==> src/rtl/hbi_pkg.sv <==
// What this block does
// Bus configuration bit 2 written as one selects the 16-bit data bus.
// Plain 8-bit bus: bit 2 written zero, upper eight bus lines held low.
// Separate-address 8-bit bus: bit 2 zero, top line high, next seven low.
// Address strobe seen before or during configuration write selects multiplexed bus.
// First write after reset always goes to the bus configuration register.
// Multiplexed modes latch the address on the address strobe; otherwise strobe unused.
// Data strobe moves read or write data per the sampled direction input.
// Read strobe drives data or vector; write strobe captures write data.
// Chip select needed for register access, ignored during acknowledge cycles.
// Multiplexed bus latches chip select at address strobe rising edge.
// Channel select high routes to channel A, low to channel B.
// Channel select during configuration write picks wait or ready handshake sense.
// Data/control select high gives direct data register access, overriding address.
// Status acknowledge low marks an acknowledge cycle that may return a vector.
// Pulsed acknowledge accepted as single or double pulse per configuration.
// Double pulse: first pulse ignored, second returns vector unless no-vector set.
// Handshake output marks read data, write acceptance, or valid vector.
// Nonmultiplexed without separate address uses a pointer loaded first by host.
// 16-bit multiplexed mode latches address from low byte, moves 16-bit data.
// Separate-address 8-bit modes: data on low byte, address on upper byte.
// Each channel drives its own push-pull active-low interrupt request.
// Chain enable out low when chain in low, in service, or pending during acknowledge.
// Host writes zero to every reserved bit of every register.
// Until configured, no width or addressing option applies.
package hbi_pkg;
  localparam int          BUS_W            = 16;
  localparam int          ADDR_W           = 8;
  localparam int          BCR_DBL_PULSE    = 0;
  localparam int          BCR_NO_VECTOR    = 1;
  localparam int          BCR_WIDE         = 2;
  localparam int          SEP_ADDR_FLAG    = 15;
  localparam logic [6:0]  SEP_ADDR_ZERO    = 7'h00;
  localparam logic [7:0]  ADDR_RESET       = 8'h00;
  localparam logic [15:0] DATA_RESET       = 16'h0000;
  localparam logic [15:0] OE_ALL_OFF       = 16'hFFFF;
  localparam logic [15:0] OE_LOW_BYTE      = 16'hFF00;
  localparam logic [15:0] OE_WORD          = 16'h0000;

  typedef enum logic [1:0] {
    HBI_IDLE   = 2'b00,
    HBI_SETUP  = 2'b01,
    HBI_ACTIVE = 2'b10
  } hbi_state_type;
endpackage

==> src/rtl/hbi_host_port.sv <==
`timescale 1ns/100ps
`default_nettype none
module hbi_host_port (
  // Clock and reset
  input  wire logic        sys_clk,
  input  wire logic        rst_n,
  // Address/data bus
  input  wire logic [15:0] ad_in,
  output logic      [15:0] ad_out,
  output logic      [15:0] ad_oe_n,
  // Bus strobes and selects
  input  wire logic        addr_latch_strobe_n,
  input  wire logic        data_strobe_n,
  input  wire logic        read_strobe_n,
  input  wire logic        write_strobe_n,
  input  wire logic        rw_dir,
  input  wire logic        chip_sel_n,
  input  wire logic        chan_sel,
  input  wire logic        data_ctrl_sel,
  input  wire logic        status_irq_ack_n,
  input  wire logic        pulsed_irq_ack_n,
  output logic             handshake_n,
  // Interrupt pins
  input  wire logic        chain_enable_in0,
  input  wire logic        chain_enable_in1,
  output logic             chain_enable_out0,
  output logic             chain_enable_out1,
  output logic             irq_req_n_chan0,
  output logic             irq_req_n_chan1,
  // Register side
  output logic             reg_wr_pulse,
  output logic             reg_rd_pulse,
  output logic             reg_chan,
  output logic             reg_is_data,
  output logic      [7:0]  reg_addr,
  output logic      [15:0] reg_wdata,
  input  wire logic [15:0] reg_rdata,
  // Channel interrupt side
  input  wire logic        irq_pending0,
  input  wire logic        irq_pending1,
  input  wire logic        irq_in_service0,
  input  wire logic        irq_in_service1,
  input  wire logic [7:0]  vector0,
  input  wire logic [7:0]  vector1,
  output logic             irq_ack0,
  output logic             irq_ack1,
  // Configuration status
  output logic             cfg_done,
  output logic             cfg_wide,
  output logic             cfg_muxed,
  output logic             cfg_sep_addr,
  output logic             cfg_wait_mode,
  output logic             cfg_dbl_pulse,
  output logic             cfg_no_vector
);
  hbi_pkg::hbi_state_type state, next_state;
  logic        as_q, ds_q, rd_q, wr_q, pa_q;
  logic        as_seen, lat_cs, ptr_armed, pa_first;
  logic        cyc_read, cyc_ack, cyc_pulsed, cyc_cfg, vec_ok;
  logic [7:0]  lat_addr, ptr, vec_data;
  logic [15:0] wbuf, rbuf;
  logic        next_as_seen, next_lat_cs, next_ptr_armed, next_pa_first;
  logic        next_cyc_read, next_cyc_ack, next_cyc_pulsed, next_cyc_cfg, next_vec_ok;
  logic [7:0]  next_lat_addr, next_ptr, next_vec_data, next_reg_addr;
  logic [15:0] next_wbuf, next_rbuf, next_reg_wdata, next_ad_out, next_ad_oe_n;
  logic        next_reg_wr_pulse, next_reg_rd_pulse, next_reg_chan, next_reg_is_data;
  logic        next_irq_ack0, next_irq_ack1, next_handshake_n;
  logic        next_cfg_done, next_cfg_wide, next_cfg_muxed, next_cfg_sep;
  logic        next_cfg_wait, next_cfg_dbl, next_cfg_novec;
  logic        as_rise, ds_fall, rd_fall, wr_fall, pa_fall;
  logic        strobe_low, start_rd, start_wr, cs_ok, ack_cycle, vec_take;
  logic        sel0, sel1, ptr_mode, strobe_held;

  always_comb begin
    as_rise    = ~as_q & addr_latch_strobe_n;
    ds_fall    = ds_q & ~data_strobe_n;
    rd_fall    = rd_q & ~read_strobe_n;
    wr_fall    = wr_q & ~write_strobe_n;
    pa_fall    = pa_q & ~pulsed_irq_ack_n;
    strobe_low = ~data_strobe_n | ~read_strobe_n | ~write_strobe_n;
    start_rd   = (ds_fall & rw_dir) | rd_fall;
    start_wr   = (ds_fall & ~rw_dir) | wr_fall;
    cs_ok      = cfg_muxed ? lat_cs : ~chip_sel_n;
    ack_cycle  = ~status_irq_ack_n | ~pulsed_irq_ack_n;
    // Second pulse of a double acknowledge carries the vector
    vec_take   = (start_rd & ~status_irq_ack_n)
               | (pa_fall & (~cfg_dbl_pulse | pa_first));
    sel0       = irq_pending0 & chain_enable_in0;
    sel1       = irq_pending1 & chain_enable_in1 & ~sel0;
    ptr_mode   = ~cfg_muxed & ~cfg_sep_addr;
    strobe_held = cyc_pulsed ? ~pulsed_irq_ack_n : strobe_low;
  end

  always_comb begin
    next_state        = state;
    next_as_seen      = as_seen;
    next_lat_cs       = lat_cs;
    next_lat_addr     = lat_addr;
    next_ptr          = ptr;
    next_ptr_armed    = ptr_armed;
    next_pa_first     = pa_first;
    next_cyc_read     = cyc_read;
    next_cyc_ack      = cyc_ack;
    next_cyc_pulsed   = cyc_pulsed;
    next_cyc_cfg      = cyc_cfg;
    next_vec_ok       = vec_ok;
    next_vec_data     = vec_data;
    next_wbuf         = wbuf;
    next_rbuf         = rbuf;
    next_reg_addr     = reg_addr;
    next_reg_chan     = reg_chan;
    next_reg_is_data  = reg_is_data;
    next_reg_wdata    = reg_wdata;
    next_reg_wr_pulse = 1'b0;
    next_reg_rd_pulse = 1'b0;
    next_irq_ack0     = 1'b0;
    next_irq_ack1     = 1'b0;
    next_cfg_done     = cfg_done;
    next_cfg_wide     = cfg_wide;
    next_cfg_muxed    = cfg_muxed;
    next_cfg_sep      = cfg_sep_addr;
    next_cfg_wait     = cfg_wait_mode;
    next_cfg_dbl      = cfg_dbl_pulse;
    next_cfg_novec    = cfg_no_vector;
    if (!cfg_done && !addr_latch_strobe_n) begin
      next_as_seen = 1'b1;
    end
    if (as_rise) begin
      next_lat_cs   = ~chip_sel_n;
      next_lat_addr = cfg_sep_addr ? ad_in[15:8] : ad_in[7:0];
    end
    if (pa_fall && cfg_dbl_pulse) begin
      next_pa_first = ~pa_first;
    end
    case (state)
      hbi_pkg::HBI_IDLE: begin
        if (cfg_done && vec_take) begin
          next_cyc_ack    = 1'b1;
          next_cyc_read   = 1'b1;
          next_cyc_cfg    = 1'b0;
          next_cyc_pulsed = ~pulsed_irq_ack_n & status_irq_ack_n;
          next_irq_ack0   = sel0;
          next_irq_ack1   = sel1;
          next_vec_data   = sel0 ? vector0 : vector1;
          // No-vector option only silences the pulsed path in double-pulse mode
          next_vec_ok     = (sel0 | sel1)
                          & ~(next_cyc_pulsed & cfg_dbl_pulse & cfg_no_vector);
          next_state      = hbi_pkg::HBI_SETUP;
        end else if (!cfg_done) begin
          // Reads are ignored until the bus is configured
          if (start_wr && !chip_sel_n) begin
            next_cyc_cfg    = 1'b1;
            next_cyc_read   = 1'b0;
            next_cyc_ack    = 1'b0;
            next_cyc_pulsed = 1'b0;
            next_reg_chan   = chan_sel;
            next_state      = hbi_pkg::HBI_SETUP;
          end
        end else if ((start_rd || start_wr) && cs_ok
                     && status_irq_ack_n && pulsed_irq_ack_n) begin
          next_cyc_cfg     = 1'b0;
          next_cyc_ack     = 1'b0;
          next_cyc_pulsed  = 1'b0;
          next_cyc_read    = start_rd;
          next_reg_chan    = chan_sel;
          next_reg_is_data = data_ctrl_sel;
          if (data_ctrl_sel) begin
            next_reg_addr = hbi_pkg::ADDR_RESET;
          end else if (cfg_muxed) begin
            next_reg_addr = lat_addr;
          end else if (cfg_sep_addr) begin
            next_reg_addr = ad_in[15:8];
          end else begin
            next_reg_addr = ptr;
          end
          next_reg_rd_pulse = start_rd;
          next_state        = hbi_pkg::HBI_SETUP;
        end
      end
      hbi_pkg::HBI_SETUP: begin
        next_rbuf  = cyc_ack ? {8'h00, vec_data} : reg_rdata;
        next_state = hbi_pkg::HBI_ACTIVE;
      end
      hbi_pkg::HBI_ACTIVE: begin
        if (strobe_held) begin
          next_wbuf = ad_in;
        end else begin
          next_state = hbi_pkg::HBI_IDLE;
          if (cyc_cfg) begin
            next_cfg_done  = 1'b1;
            next_cfg_wide  = wbuf[hbi_pkg::BCR_WIDE];
            next_cfg_sep   = ~wbuf[hbi_pkg::BCR_WIDE]
                           & wbuf[hbi_pkg::SEP_ADDR_FLAG]
                           & (wbuf[14:8] == hbi_pkg::SEP_ADDR_ZERO);
            next_cfg_muxed = as_seen;
            next_cfg_wait  = reg_chan;
            next_cfg_dbl   = wbuf[hbi_pkg::BCR_DBL_PULSE];
            next_cfg_novec = wbuf[hbi_pkg::BCR_NO_VECTOR];
          end else if (!cyc_read) begin
            if (ptr_mode && !reg_is_data && !ptr_armed) begin
              next_ptr       = wbuf[7:0];
              next_ptr_armed = 1'b1;
            end else begin
              next_reg_wr_pulse = 1'b1;
              next_reg_wdata    = cfg_wide ? wbuf : {8'h00, wbuf[7:0]};
              if (ptr_mode && !reg_is_data) begin
                next_ptr_armed = 1'b0;
              end
            end
          end
        end
      end
      default: next_state = hbi_pkg::HBI_IDLE;
    endcase
    next_ad_out      = next_rbuf;
    next_ad_oe_n     = hbi_pkg::OE_ALL_OFF;
    next_handshake_n = 1'b1;
    if (next_state == hbi_pkg::HBI_ACTIVE && next_cyc_read && (!next_cyc_ack || next_vec_ok)) begin
      next_ad_oe_n = (cfg_wide && !next_cyc_ack) ? hbi_pkg::OE_WORD : hbi_pkg::OE_LOW_BYTE;
    end
    // Wait sense holds the host for the setup cycle, ready sense marks data valid
    if (cfg_wait_mode) begin
      next_handshake_n = ~(next_state == hbi_pkg::HBI_SETUP);
    end else if (next_state == hbi_pkg::HBI_ACTIVE && (!next_cyc_ack || next_vec_ok)) begin
      next_handshake_n = 1'b0;
    end
  end

  always_ff @(posedge sys_clk or negedge rst_n) begin
    if (!rst_n) begin
      state <= hbi_pkg::HBI_IDLE;
      {as_q, ds_q, rd_q, wr_q, pa_q} <= 5'h1F;
      {as_seen, lat_cs, ptr_armed, pa_first} <= 4'h0;
      {cyc_read, cyc_ack, cyc_pulsed, cyc_cfg, vec_ok} <= 5'h00;
      lat_addr <= hbi_pkg::ADDR_RESET;
      ptr <= hbi_pkg::ADDR_RESET;
      vec_data <= hbi_pkg::ADDR_RESET;
      wbuf <= hbi_pkg::DATA_RESET;
      rbuf <= hbi_pkg::DATA_RESET;
      reg_addr <= hbi_pkg::ADDR_RESET;
      reg_wdata <= hbi_pkg::DATA_RESET;
      ad_out <= hbi_pkg::DATA_RESET;
      ad_oe_n <= hbi_pkg::OE_ALL_OFF;
      {reg_wr_pulse, reg_rd_pulse, reg_chan, reg_is_data} <= 4'h0;
      {irq_ack0, irq_ack1} <= 2'h0;
      handshake_n <= 1'b1;
      {cfg_done, cfg_wide, cfg_muxed, cfg_sep_addr} <= 4'h0;
      {cfg_wait_mode, cfg_dbl_pulse, cfg_no_vector} <= 3'h0;
    end else begin
      state <= next_state;
      as_q <= addr_latch_strobe_n;
      ds_q <= data_strobe_n;
      rd_q <= read_strobe_n;
      wr_q <= write_strobe_n;
      pa_q <= pulsed_irq_ack_n;
      as_seen <= next_as_seen;
      lat_cs <= next_lat_cs;
      ptr_armed <= next_ptr_armed;
      pa_first <= next_pa_first;
      cyc_read <= next_cyc_read;
      cyc_ack <= next_cyc_ack;
      cyc_pulsed <= next_cyc_pulsed;
      cyc_cfg <= next_cyc_cfg;
      vec_ok <= next_vec_ok;
      lat_addr <= next_lat_addr;
      ptr <= next_ptr;
      vec_data <= next_vec_data;
      wbuf <= next_wbuf;
      rbuf <= next_rbuf;
      reg_addr <= next_reg_addr;
      reg_wdata <= next_reg_wdata;
      ad_out <= next_ad_out;
      ad_oe_n <= next_ad_oe_n;
      reg_wr_pulse <= next_reg_wr_pulse;
      reg_rd_pulse <= next_reg_rd_pulse;
      reg_chan <= next_reg_chan;
      reg_is_data <= next_reg_is_data;
      irq_ack0 <= next_irq_ack0;
      irq_ack1 <= next_irq_ack1;
      handshake_n <= next_handshake_n;
      cfg_done <= next_cfg_done;
      cfg_wide <= next_cfg_wide;
      cfg_muxed <= next_cfg_muxed;
      cfg_sep_addr <= next_cfg_sep;
      cfg_wait_mode <= next_cfg_wait;
      cfg_dbl_pulse <= next_cfg_dbl;
      cfg_no_vector <= next_cfg_novec;
    end
  end

  hbi_irq_chain u_chain0 (
    .sys_clk    (sys_clk),
    .rst_n      (rst_n),
    .pending    (irq_pending0),
    .in_service (irq_in_service0),
    .ack_cycle  (ack_cycle),
    .chain_in   (chain_enable_in0),
    .chain_out  (chain_enable_out0),
    .irq_req_n  (irq_req_n_chan0)
  );

  hbi_irq_chain u_chain1 (
    .sys_clk    (sys_clk),
    .rst_n      (rst_n),
    .pending    (irq_pending1),
    .in_service (irq_in_service1),
    .ack_cycle  (ack_cycle),
    .chain_in   (chain_enable_in1),
    .chain_out  (chain_enable_out1),
    .irq_req_n  (irq_req_n_chan1)
  );

  property p_cfg_sticky;
    @(posedge sys_clk) disable iff (!rst_n)
      cfg_done |=> cfg_done;
  endproperty
  a_cfg_sticky: assert property (p_cfg_sticky)
    else $error("configuration lost after being written");

  property p_cfg_wide;
    @(posedge sys_clk) disable iff (!rst_n)
      $rose(cfg_done) |-> cfg_wide == $past(wbuf[2]);
  endproperty
  a_cfg_wide: assert property (p_cfg_wide)
    else $error("bus width does not follow configuration bit 2");

  property p_no_access_unconfigured;
    @(posedge sys_clk) disable iff (!rst_n)
      !cfg_done |-> !reg_wr_pulse && !reg_rd_pulse;
  endproperty
  a_no_access_unconfigured: assert property (p_no_access_unconfigured)
    else $error("register access before configuration");

  property p_data_direct;
    @(posedge sys_clk) disable iff (!rst_n)
      reg_rd_pulse |-> reg_is_data == $past(data_ctrl_sel) && reg_chan == $past(chan_sel);
  endproperty
  a_data_direct: assert property (p_data_direct)
    else $error("data select or channel not taken from the strobe cycle");

  property p_ready_data;
    @(posedge sys_clk) disable iff (!rst_n)
      (reg_rd_pulse && !cfg_wait_mode) |-> handshake_n ##1 !handshake_n;
  endproperty
  a_ready_data: assert property (p_ready_data)
    else $error("ready not given one cycle after a read starts");

  property p_wait_hold;
    @(posedge sys_clk) disable iff (!rst_n)
      (cfg_wait_mode && state == hbi_pkg::HBI_SETUP) |-> !handshake_n ##1 handshake_n;
  endproperty
  a_wait_hold: assert property (p_wait_hold)
    else $error("wait sense not held for exactly the setup cycle");

  property p_narrow_upper_off;
    @(posedge sys_clk) disable iff (!rst_n)
      !cfg_wide |-> ad_oe_n[15:8] == 8'hFF;
  endproperty
  a_narrow_upper_off: assert property (p_narrow_upper_off)
    else $error("upper byte driven on an 8-bit bus");

  property p_double_first;
    @(posedge sys_clk) disable iff (!rst_n)
      (cfg_dbl_pulse && pa_fall && !pa_first && state == hbi_pkg::HBI_IDLE)
        |=> !irq_ack0 && !irq_ack1 && state == hbi_pkg::HBI_IDLE;
  endproperty
  a_double_first: assert property (p_double_first)
    else $error("first pulse of a double acknowledge acted on");
endmodule // hbi_host_port
`default_nettype wire

==> src/rtl/hbi_irq_chain.sv <==
`timescale 1ns/100ps
`default_nettype none
module hbi_irq_chain (
  // Clock and reset
  input  wire logic sys_clk,
  input  wire logic rst_n,
  // Channel interrupt state
  input  wire logic pending,
  input  wire logic in_service,
  input  wire logic ack_cycle,
  // Daisy chain
  input  wire logic chain_in,
  output logic      chain_out,
  output logic      irq_req_n
);
  logic next_chain_out;
  logic next_irq_req_n;

  always_comb begin
    next_irq_req_n = ~pending;
    next_chain_out = chain_in & ~in_service & ~(pending & ack_cycle);
  end

  // Push-pull: the request is always driven, never released to float
  always_ff @(posedge sys_clk or negedge rst_n) begin
    if (!rst_n) begin
      chain_out <= 1'b0;
      irq_req_n <= 1'b1;
    end else begin
      chain_out <= next_chain_out;
      irq_req_n <= next_irq_req_n;
    end
  end

  property p_chain_block;
    @(posedge sys_clk) disable iff (!rst_n)
      (!chain_in || in_service) |=> !chain_out;
  endproperty
  a_chain_block: assert property (p_chain_block)
    else $error("chain enable out not low while chain blocked");

  property p_chain_pass;
    @(posedge sys_clk) disable iff (!rst_n)
      (chain_in && !in_service && !pending) |=> chain_out;
  endproperty
  a_chain_pass: assert property (p_chain_pass)
    else $error("chain enable out not passed through");

  property p_irq_follow;
    @(posedge sys_clk) disable iff (!rst_n)
      pending |=> !irq_req_n;
  endproperty
  a_irq_follow: assert property (p_irq_follow)
    else $error("interrupt request not driven for pending channel");
endmodule // hbi_irq_chain
`default_nettype wire

==> config.mk <==
export PLATFORM = sky130hd
export DESIGN_NAME = hbi_host_port
export DESIGN_NICKNAME = d
export VERILOG_FILES = /design/src/rtl/hbi_pkg.sv /design/src/rtl/hbi_host_port.sv /design/src/rtl/hbi_irq_chain.sv
export SDC_FILE = /design/constraint.sdc
export NUM_CORES = 1
export LEC_CHECK = 0
export ABC_AREA = 1
export BUFFER_PORTS_ARGS = -buffer_cell sky130_fd_sc_hd__buf_2
export CAP_MARGIN = 25
export CORE_MARGIN = 10
export CORE_UTILIZATION = 40
export DETAILED_ROUTE_END_ITERATION = 7
export MAX_ROUTING_LAYER = met4
export PLACE_DENSITY = 0.73
export SLEW_MARGIN = 0
export SYNTH_ARGS = -nofsm -noshare
export SYNTH_HDL_FRONTEND = slang
export SYNTH_SLANG_ARGS = --single-unit
==> constraint.sdc <==
create_clock -name sys_clk -period 1.9 [get_ports sys_clk]
set_input_delay 0.19 -clock sys_clk [delete_from_list [all_inputs] [get_ports sys_clk]]
set_output_delay 0.19 -clock sys_clk [all_outputs]
set_load 0.02 [all_outputs]
==> results of run 1 <==
through the flow:
stage	total power, W	instances	worst slack (ns)
2_1_floorplan	0.00572	541	0.274
3_3_place_gp	0.00672	810	0.326
3_5_place_dp	0.00685	810	0.198
4_1_cts	0.0103	856	0.162
5_1_grt	0.0109	858	0.00307
6_report	0.0102	858	0.173
cell families after synthesis:
group	after synthesis
XOR/XNOR	1
AND/OR/NAND/NOR	240
flip-flops	116
AO/OA/AOI/OAI	100
buffers and inverters	84
final cells by class:
cell class                 instances  share of cell area, %
sequential                       116                   45.0
inverter                          52                   3.01
clock buffer                      22                   7.47
multi-input combinational        341                   24.0
tap                              147                   2.84
clock inverter                     9                   2.32
timing repair buffer             170                   15.3
antenna                            1                 0.0386
tightest hold or removal path, stage by stage:
cell	delay, ns
buf_2	0.08
nand3_1	0.07
nand2_1	0.05
power groups by stage:
stage	Sequential, W	Combinational [W]	Clock (W)
after floorplan	0.00414	0.00158	0
final	0.00369	0.00315	0.00339
after global routing	0.00377	0.00353	0.00357
after global placement	0.00366	0.00305	0
after detailed placement	0.00371	0.00314	0
after CTS	0.00368	0.00320	0.00345
synthesized netlist by cell type, drive strengths merged (6+ instances only):
| master | instances | area share (%) |
|---|---|---|
| o31ai | 8 | 1.2 |
| nand2 | 159 | 12 |
| dfrtp | 106 | 55 |
| o21ai | 75 | 7.8 |
| inv | 49 | 3.8 |
| nor2 | 32 | 2.6 |
| clkbuf | 13 | 1.0 |
| dfstp | 10 | 5.4 |
| nand4 | 6 | 0.78 |
| nand3 | 37 | 3.9 |
| a31oi | 9 | 1.2 |
| buf | 19 | 2.7 |
worst max path at each step:
| stage | startpoint | end | slack (ns) | cells past startpoint |
|---|---|---|---|---|
| floorplan | cfg_sep_addr$_DFFE_PN0P_ | ptr[7]$_DFFE_PN0P_ | 0.27 | 8 |
| global placement | ds_q$_DFF_PN1_ | vec_data[7]$_DFFE_PN0P_ | 0.33 | 8 |
| detailed placement | ds_q$_DFF_PN1_ | vec_data[6]$_DFFE_PN0P_ | 0.20 | 8 |
| CTS | ds_q$_DFF_PN1_ | vec_data[6]$_DFFE_PN0P_ | 0.16 | 8 |
| global route | ds_q$_DFF_PN1_ | vec_data[4]$_DFFE_PN0P_ | 0.003 | 8 |
| finish | ds_q$_DFF_PN1_ | vec_data[4]$_DFFE_PN0P_ | 0.17 | 8 |
registers in the layout, indices dropped and copies added (netlist names), 8 cells and up:
register	count
lat_addr	8
reg_addr	8
wbuf	16
reg_wdata	16
rbuf	16
ptr	8
vec_data	8
what timing repair did:
action / in CTS / in global routing
hold buffers: 15 / 0
resized for setup: 0 / 1
hold endpoints to repair: 39 / 0
setup endpoints to repair: 0 / 5
setup buffers: 0 / 0
per-layer routing:
layer | vias to the layer above | global-route usage [%]
met2 | 151 | 28.2
met4 | 0 | 4.03
met3 | 10 | 6.45
met1 | 2038 | 19.2
li1 | 2056 | -
met5 | - | -
==> results by group, run 1 <==
Timing
  • Tmin final: 1.73 ns
  • Setup repair after global routing missed its margin: no
  • Count of pins over their slew limit: 0
  • Setup Skew: 0.00902 ns
  • Worst Max-Slew Pin Slew: between 0.5 and 0.6 ns
  • Period utilization: just over 90%
  • Final-layout worst hold slack: 0.0158 ns
  • Final-layout setup total negative slack: 0 ns
  • Highest Clock Rate: between 0.5 and 0.6 GHz
  • Final Setup Violations: 0
  • Rel. slew slack: 65.3%
  • Number of hold-slack violations in the final timing report: 0

Power and ir drop
  • Power density of the placed cells: 1580 nW/µm²
  • Cell-internal power: approximately 0.0066 W
  • Switching part of the total: about a third
  • Proportion of power drawn by the clock network: between 30% and 40%
  • Net switching power: 0.00361 W
  • Highest ir drop seen on vdd: 0.744 mV
  • Leak Pwr: around 3.3 nW
  • Combinational group share of total power: 30.8%
  • Portion of total power attributed to sequential cells: 36.0%

Floorplanning
  • Die H: about 130 µm
  • Floorplan Core Area: 11,900 µm²
  • Die width: around 130 µm
  • Die Footprint: around 17,000 µm²
  • Site Rows: 40
  • Initial Utilization: around 40%
  • I/O Pins: between 100 and 150

Synthesis
  • Average cell area after synthesis: 8.95 µm²
  • Top flip-flop cell by instance count after synthesis: dfrtp_1
  • Compound-cell area share of the yosys netlist: a little under an eighth
  • Simple-gate portion of the synthesized area: between 20% and 30%
  • Number of instances in the synthesized netlist: between 500 and 600
  • Number of storage elements in the synthesis netlist: around 120
  • YS warnings: 0
  • Register area share after synthesis: about three fifths
  • Combinational family with the most area after synthesis: simple AND/OR/NAND/NOR gates
  • Post-synthesis cell area: 4840 µm²
  • EDFF count, synth: 0
  • Unique masters post-synth: 30
  • Adder and majority gate portion of the synthesized area: 0%
  • Asr flop ratio synth: between 90% and 100%
  • Post-synthesis xor/xnor area fraction: less than 1%
  • Multiplexer share of the synthesized area: 0%
  • Syn nets: approximately 610

Detailed routing
  • Uppermost layer routed: met4
  • Via count of the routed design: roughly 4.3k
  • Number of iterations in the first detailed-routing pass: 5
  • Total length of routed met3 wires: 1150 µm
  • DRC viols: 0
  • DR vias/cell: a little under 5
  • WL per Instance: roughly 16 µm
  • Starting DRC count in detailed routing: 220
  • Detailed-routing wirelength on met1: about 5700 µm
  • Number of antenna-violating nets in the routed design: 0
  • WL met2: 6660 µm
  • Total detailed-routing wirelength: approximately 14,000 µm

Worst setup path
  • Slowest cell on the critical path: dfstp_2
  • Worst setup path class: flop to flop
  • Setup slack, reg-to-reg: about 0.17 ns
  • Most used cell, CP: nand2_1
  • Number of buffer and inverter stages on the critical path: 0
  • Setup crit end kind: flop
  • Critical Path Fanout Max: 9
  • Critical path, cell by cell: nand3_1, nand2_1, nand2_1, nand2_1, nand2_1, nor2_2, nand2_1, nand3_1
  • Cell count of the worst reg-to-reg path: 8
  • Nature of the critical path startpoint: flop
  • Worst Path Arrival: between 2 and 2.5 ns
  • Delay of the slowest cell on the worst path: about 0.53 ns
  • Data required time of the worst path: between 2 and 2.5 ns
  • Reg2Reg Launch Point: ds_q$_DFF_PN1_
  • Endpoint of the lowest-slack register-to-register path: vec_data[4]$_DFFE_PN0P_
  • Kind of cell adding the most delay to the critical path: simple AND/OR/NAND/NOR gates

Finish
  • Most common library cell in the layout ignoring fill and taps: nand2_1
  • Fraction of final layout cells sized beyond drive strength 1: around 29%
  • Area used by multi-input combinational logic: around 1600 µm²
  • Utilization after layout: between 50 and 60%
  • Synth-to-layout area growth: 33.9%
  • FF/Latch Area: around 2900 µm²
  • Final layout net count: about 760
  • Number of fill cells: 1,055
  • Fin area: approximately 6500 µm²
  • Most used cells in the layout excluding fill and tap cells: nand2_1, buf_2, dfrtp_1, o21ai_0, inv_1

Global route
  • Number of antenna violations at the first check in global routing: 1
  • Global-route congestion overflow total: 0
  • Via count of the first global-routing pass: roughly 4.4k
  • First-pass GRT wire length: ~22,000 µm
  • Total Routing Usage GR: between 10% and 20%
  • Largest net degree at the start of global routing: 41

CTS
  • Clock root buffer master: clkbuf_16
  • CTS sink count: approximately 120
  • Longest Clk Path Bufs: 2
  • Maximum level of the CTS H-tree: 4
  • Insertion delay to the later sink of the worst-skew pair: slightly above 0.4 ns
  • Total clock buffers created by CTS: 17
  • Clk pin slew, worst setup/hold paths: ~0.06 ns
  • TritonCTS clock tree: done

Status
  • Result of the run: complete, no violations

Placement
  • Post-detailed-placement half-perimeter wirelength: ~10,000 µm
  • Post-place instance area: between 5000 and 6000 µm²
  • Quantity of I/O buffers inserted on ports: 139
  • Gpl congestion: approximately 0.85

Min path
  • Number of stages on the worst hold path: 3
  • Worst hold path startpoint: reg_rdata[8]
  • Hold endpoint: rbuf[8]$_DFFE_PN0P_
  • Class of the most critical hold timing path: input pin to flop

Run
  • Reported max-cap violation count: 0
Power figures use the tool's default switching activity.
==> inputs of run 2 (changes only) <==
Settings changed: ABC_AREA 1 to 0, CORE_UTILIZATION 40 to 37, PLACE_DENSITY 0.73 to 0.69.
==> run 2 against run 1 <==
Effect of this change:
- sequential power up 5%
- flip-flop and latch count unchanged
- synthesized cell count down 18%
- global-route usage down 2.2 points
- clock power down 2%
- setup slack worse by 0.11 ns
- clock skew up 0.0024 ns
- via count down 10%
- largest cell class unchanged
- die area up 11%
- cell area up 2.1%
- area after synthesis up 4.2%
==> results by group, run 2 <==
Finish
  • Most common library cell in the layout ignoring fill and taps: buf_2 (was nand2_1)
  • Number of fill cells: 1,193 (was 1,055)
  • Fin area: 6620 µm² (was 6480 µm²)
  • Final layout net count: 655 (was 764)
  • Post-route insts no fill: 779 (was 858)
  • Largest registers: rbuf (16), reg_wdata (16), wbuf (16) (unchanged)
  • Synth-to-layout area growth: 31.2% (was 33.9%)
  • Most used cells in the layout excluding fill and tap cells: buf_2, dfrtp_1, nand2_1, o21ai_0, mux2_2 (was nand2_1, buf_2, dfrtp_1, o21ai_0, inv_1)
  • Fraction of final layout cells sized beyond drive strength 1: 40.7% (was 28.6%)

Timing
  • Final Setup Violations: 0 (unchanged)
  • Setup Skew: 0.0115 ns (was 0.00902 ns)
  • Number of hold-slack violations in the final timing report: 0 (unchanged)
  • Count of pins over their slew limit: 0 (unchanged)
  • Period utilization: 96.8% (was 90.9%)
  • Setup repair after global routing missed its margin: yes (was no)
  • Rel. slew slack: 56.9% (was 65.3%)
  • Highest Clock Rate: 0.544 GHz (was 0.579 GHz)
  • Tmin final: 1.84 ns (was 1.73 ns)
  • Worst Max-Slew Pin Slew: 0.641 ns (was 0.520 ns)

Floorplanning
  • Site Rows: 42 (was 40)
  • Die Footprint: 18,700 µm² (was 16,900 µm²)
  • Die width: 137 µm (was 130 µm)
  • I/O Pins: 140 (unchanged)
  • Die H: 137 µm (was 130 µm)
  • Initial Utilization: 38.0% (was 40.6%)
  • Floorplan Core Area: 13,300 µm² (was 11,900 µm²)

Detailed routing
  • Starting DRC count in detailed routing: 184 (was 220)
  • Total detailed-routing wirelength: 13,000 µm (was 13,600 µm)
  • DRC viols: 0 (unchanged)
  • Number of antenna-violating nets in the routed design: 0 (unchanged)
  • Via count of the routed design: 3,815 (was 4,255)
  • DR vias/cell: 4.90 (was 4.96)
  • WL per Instance: 16.7 µm (was 15.9 µm)
  • Number of iterations in the first detailed-routing pass: 4 (was 5)

CTS
  • Clk pin slew, worst setup/hold paths: 0.05 ns (was 0.06 ns)
  • Buffer count from post-CTS setup fixing: 0 (unchanged)
  • Total clock buffers created by CTS: 17 (unchanged)
  • CTS sink count: 116 (unchanged)
  • Insertion delay to the later sink of the worst-skew pair: 0.41 ns (about the same)
  • TritonCTS clock tree: done (unchanged)
  • Maximum level of the CTS H-tree: 4 (unchanged)
  • Longest Clk Path Bufs: 2 (unchanged)
  • Clock root buffer master: clkbuf_16 (unchanged)

Power and ir drop
  • Power density of the placed cells: 1520 nW/µm² (was 1580 nW/µm²)
  • Switching part of the total: 32.6% (was 35.3%)
  • Net switching power: 0.00328 W (was 0.00361 W)
  • Proportion of power drawn by the clock network: 32.9% (was 33.1%)
  • Combinational group share of total power: 28.7% (was 30.8%)
  • Highest ir drop seen on vdd: 0.694 mV (was 0.744 mV)
  • Cell-internal power: 0.00680 W (was 0.00661 W)
  • Portion of total power attributed to sequential cells: 38.4% (was 36.0%)
  • Leak Pwr: 3.26 nW (was 3.34 nW)

Global route
  • First-pass GRT wire length: 21,200 µm (was 22,000 µm)
  • Number of antenna violations at the first check in global routing: 1 (unchanged)
  • Via count of the first global-routing pass: 3,982 (was 4,361)
  • Global-route congestion overflow total: 0 (unchanged)
  • Total Routing Usage GR: 14.8% (was 17.0%)
  • Largest net degree at the start of global routing: 82 (was 41)

Worst setup path
  • Kind of cell adding the most delay to the critical path: simple AND/OR/NAND/NOR gates (unchanged)
  • Delay of the slowest cell on the worst path: 0.56 ns (was 0.53 ns)
  • Setup crit end kind: flop (unchanged)
  • Worst Path Arrival: 2.13 ns (was 2.06 ns)
  • Nature of the critical path startpoint: flop (unchanged)
  • Critical Path Fanout Max: 8 (was 9)
  • Data required time of the worst path: 2.19 ns (was 2.24 ns)
  • Slowest cell on the critical path: or4_4 (was dfstp_2)
  • Critical path, cell by cell: or4_4, nor2_2, mux2_2 (was nand3_1, nand2_1, nand2_1, nand2_1, nand2_1, nor2_2, nand2_1, nand3_1)
  • Worst setup path class: flop to flop (unchanged)
  • Number of buffer and inverter stages on the critical path: 0 (unchanged)

Synthesis
  • Most numerous cell in the Yosys netlist: dfrtp_1 (was nand2_1)
  • YS warnings: 0 (unchanged)
  • Top flip-flop cell by instance count after synthesis: dfrtp_1 (unchanged)
  • Syn nets: 507 (was 607)
  • EDFF count, synth: 0 (unchanged)
  • Average cell area after synthesis: 11.4 µm² (was 8.95 µm²)
  • Library cell with the largest summed area after synthesis: dfrtp_1 (unchanged)
  • Number of instances in the synthesized netlist: 441 (was 541)
  • Unique masters post-synth: 48 (was 30)
  • Share of Yosys cell area claimed by the top area cell type: 52.6% (was 54.8%)
  • Most numerous cell types in the synthesized netlist: dfrtp_1, nand2_1, o21ai_0 (was nand2_1, dfrtp_1, o21ai_0)
  • Register area share after synthesis: 57.8% (was 60.2%)
  • Asr flop ratio synth: 100% (unchanged)
  • Leading post-synthesis cells by cell area: dfrtp_1, mux2_2, mux2i_1 (was dfrtp_1, nand2_1, o21ai_0)
  • Number of storage elements in the synthesis netlist: 116 (unchanged)
  • Post-synthesis cell area: 5050 µm² (was 4840 µm²)

Min path
  • Class of the most critical hold timing path: input pin to flop (unchanged)

Placement
  • Post-place instance area: 5860 µm² (was 5680 µm²)
  • Gpl congestion: 0.859 (was 0.849)
  • Quantity of I/O buffers inserted on ports: 139 (unchanged)
  • Post-detailed-placement half-perimeter wirelength: 9890 µm (was 10,200 µm)
  • Count of placed standard cells including taps: 734 (was 810)

Run
  • Reported max-cap violation count: 0 (unchanged)

Status
  • Result of the run: complete, no violations (unchanged)
-- run 2: power by group through the flow --
stage	logic (W)	registers [W]	clock network, W
finish	0.00289	0.00388	0.00332
global route	0.00321	0.00400	0.00350
CTS	0.00292	0.00388	0.00339
detailed placement	0.00289	0.00391	0
global placement	0.00283	0.00386	0
floorplan	0.00158	0.00418	0
-- run 2: layout make-up --
class	count	area, µm²	share of cell area [%]
repair buffers	166	943	14.2
flip-flops and latches	116	2920	44.0
diodes	1	2.50	0.0378
clock inverters	9	123	1.85
inverters	6	22.5	0.340
multi-input cells	282	1890	28.5
well taps	176	220	3.33
clock buffers	23	508	7.67
-- run 2: cells by family (layout without fill, tap and decap cells) --
kind of cell | after synthesis | after routing | share of synthesized area, %
AND/OR/NAND/NOR | 124 | 124 | 11.8
AO/OA/AOI/OAI | 84 | 84 | 9.92
XOR/XNOR | 2 | 2 | 0.347
flip-flops | 116 | 116 | 57.8
buffers and inverters | 43 | 204 | 4.93
other | 0 | 1 | 0
multiplexers | 72 | 72 | 15.3
-- run 2: per-layer routing --
| layer | GRT usage, % | wire length (µm) |
|---|---|---|
| met5 | - | 0 |
| met4 | 4.92 | 180 |
| met3 | 5.21 | 905 |
| met2 | 22.8 | 6280 |
| met1 | 17.9 | 5640 |
-- run 2: repair_timing --
item,in CTS,in global routing
hold endpoints to repair,118,0
endpoints found under the setup margin,0,15
hold buffers,12,0
gates resized for setup,0,1
-- run 2: path summary, 6_finish.rpt --
check,start,endpoint,slack [ns],depth (start not counted)
worst max-delay path,cfg_muxed$_DFFE_PN0P_,ptr[7]$_DFFE_PN0P_,0.06,3
worst min-delay path,ad_in[5],wbuf[5]$_DFFE_PN0P_,0.04,2
worst max register to register,cfg_muxed$_DFFE_PN0P_,ptr[7]$_DFFE_PN0P_,0.06,3
worst min register to register,reg_wdata[8]$_DFFE_PN0P_,reg_wdata[8]$_DFFE_PN0P_,0.47,2
max in group asynchronous,rst_n,ad_oe_n[14]$_DFF_PN1_,1.16,3
min in group asynchronous,rst_n,pa_first$_DFFE_PN0P_,0.34,3
-- run 2: through the flow --
step / TNS [ns] / setup WS [ns] / power (W) / utilization, % / hold slack [ns]
2_1_floorplan: 0 / 0.0119 / 0.00576 / - / -0.106
3_3_place_gp: 0 / 0.122 / 0.00668 / 44.1 / 0.261
3_5_place_dp: 0 / 0.0657 / 0.00680 / 44.1 / 0.269
4_1_cts: 0 / 0.0444 / 0.0102 / 49.8 / 0.0152
5_1_grt: -0.142 / -0.0376 / 0.0107 / 49.8 / 0.0355
6_report: 0 / 0.0609 / 0.0101 / 49.8 / 0.0392
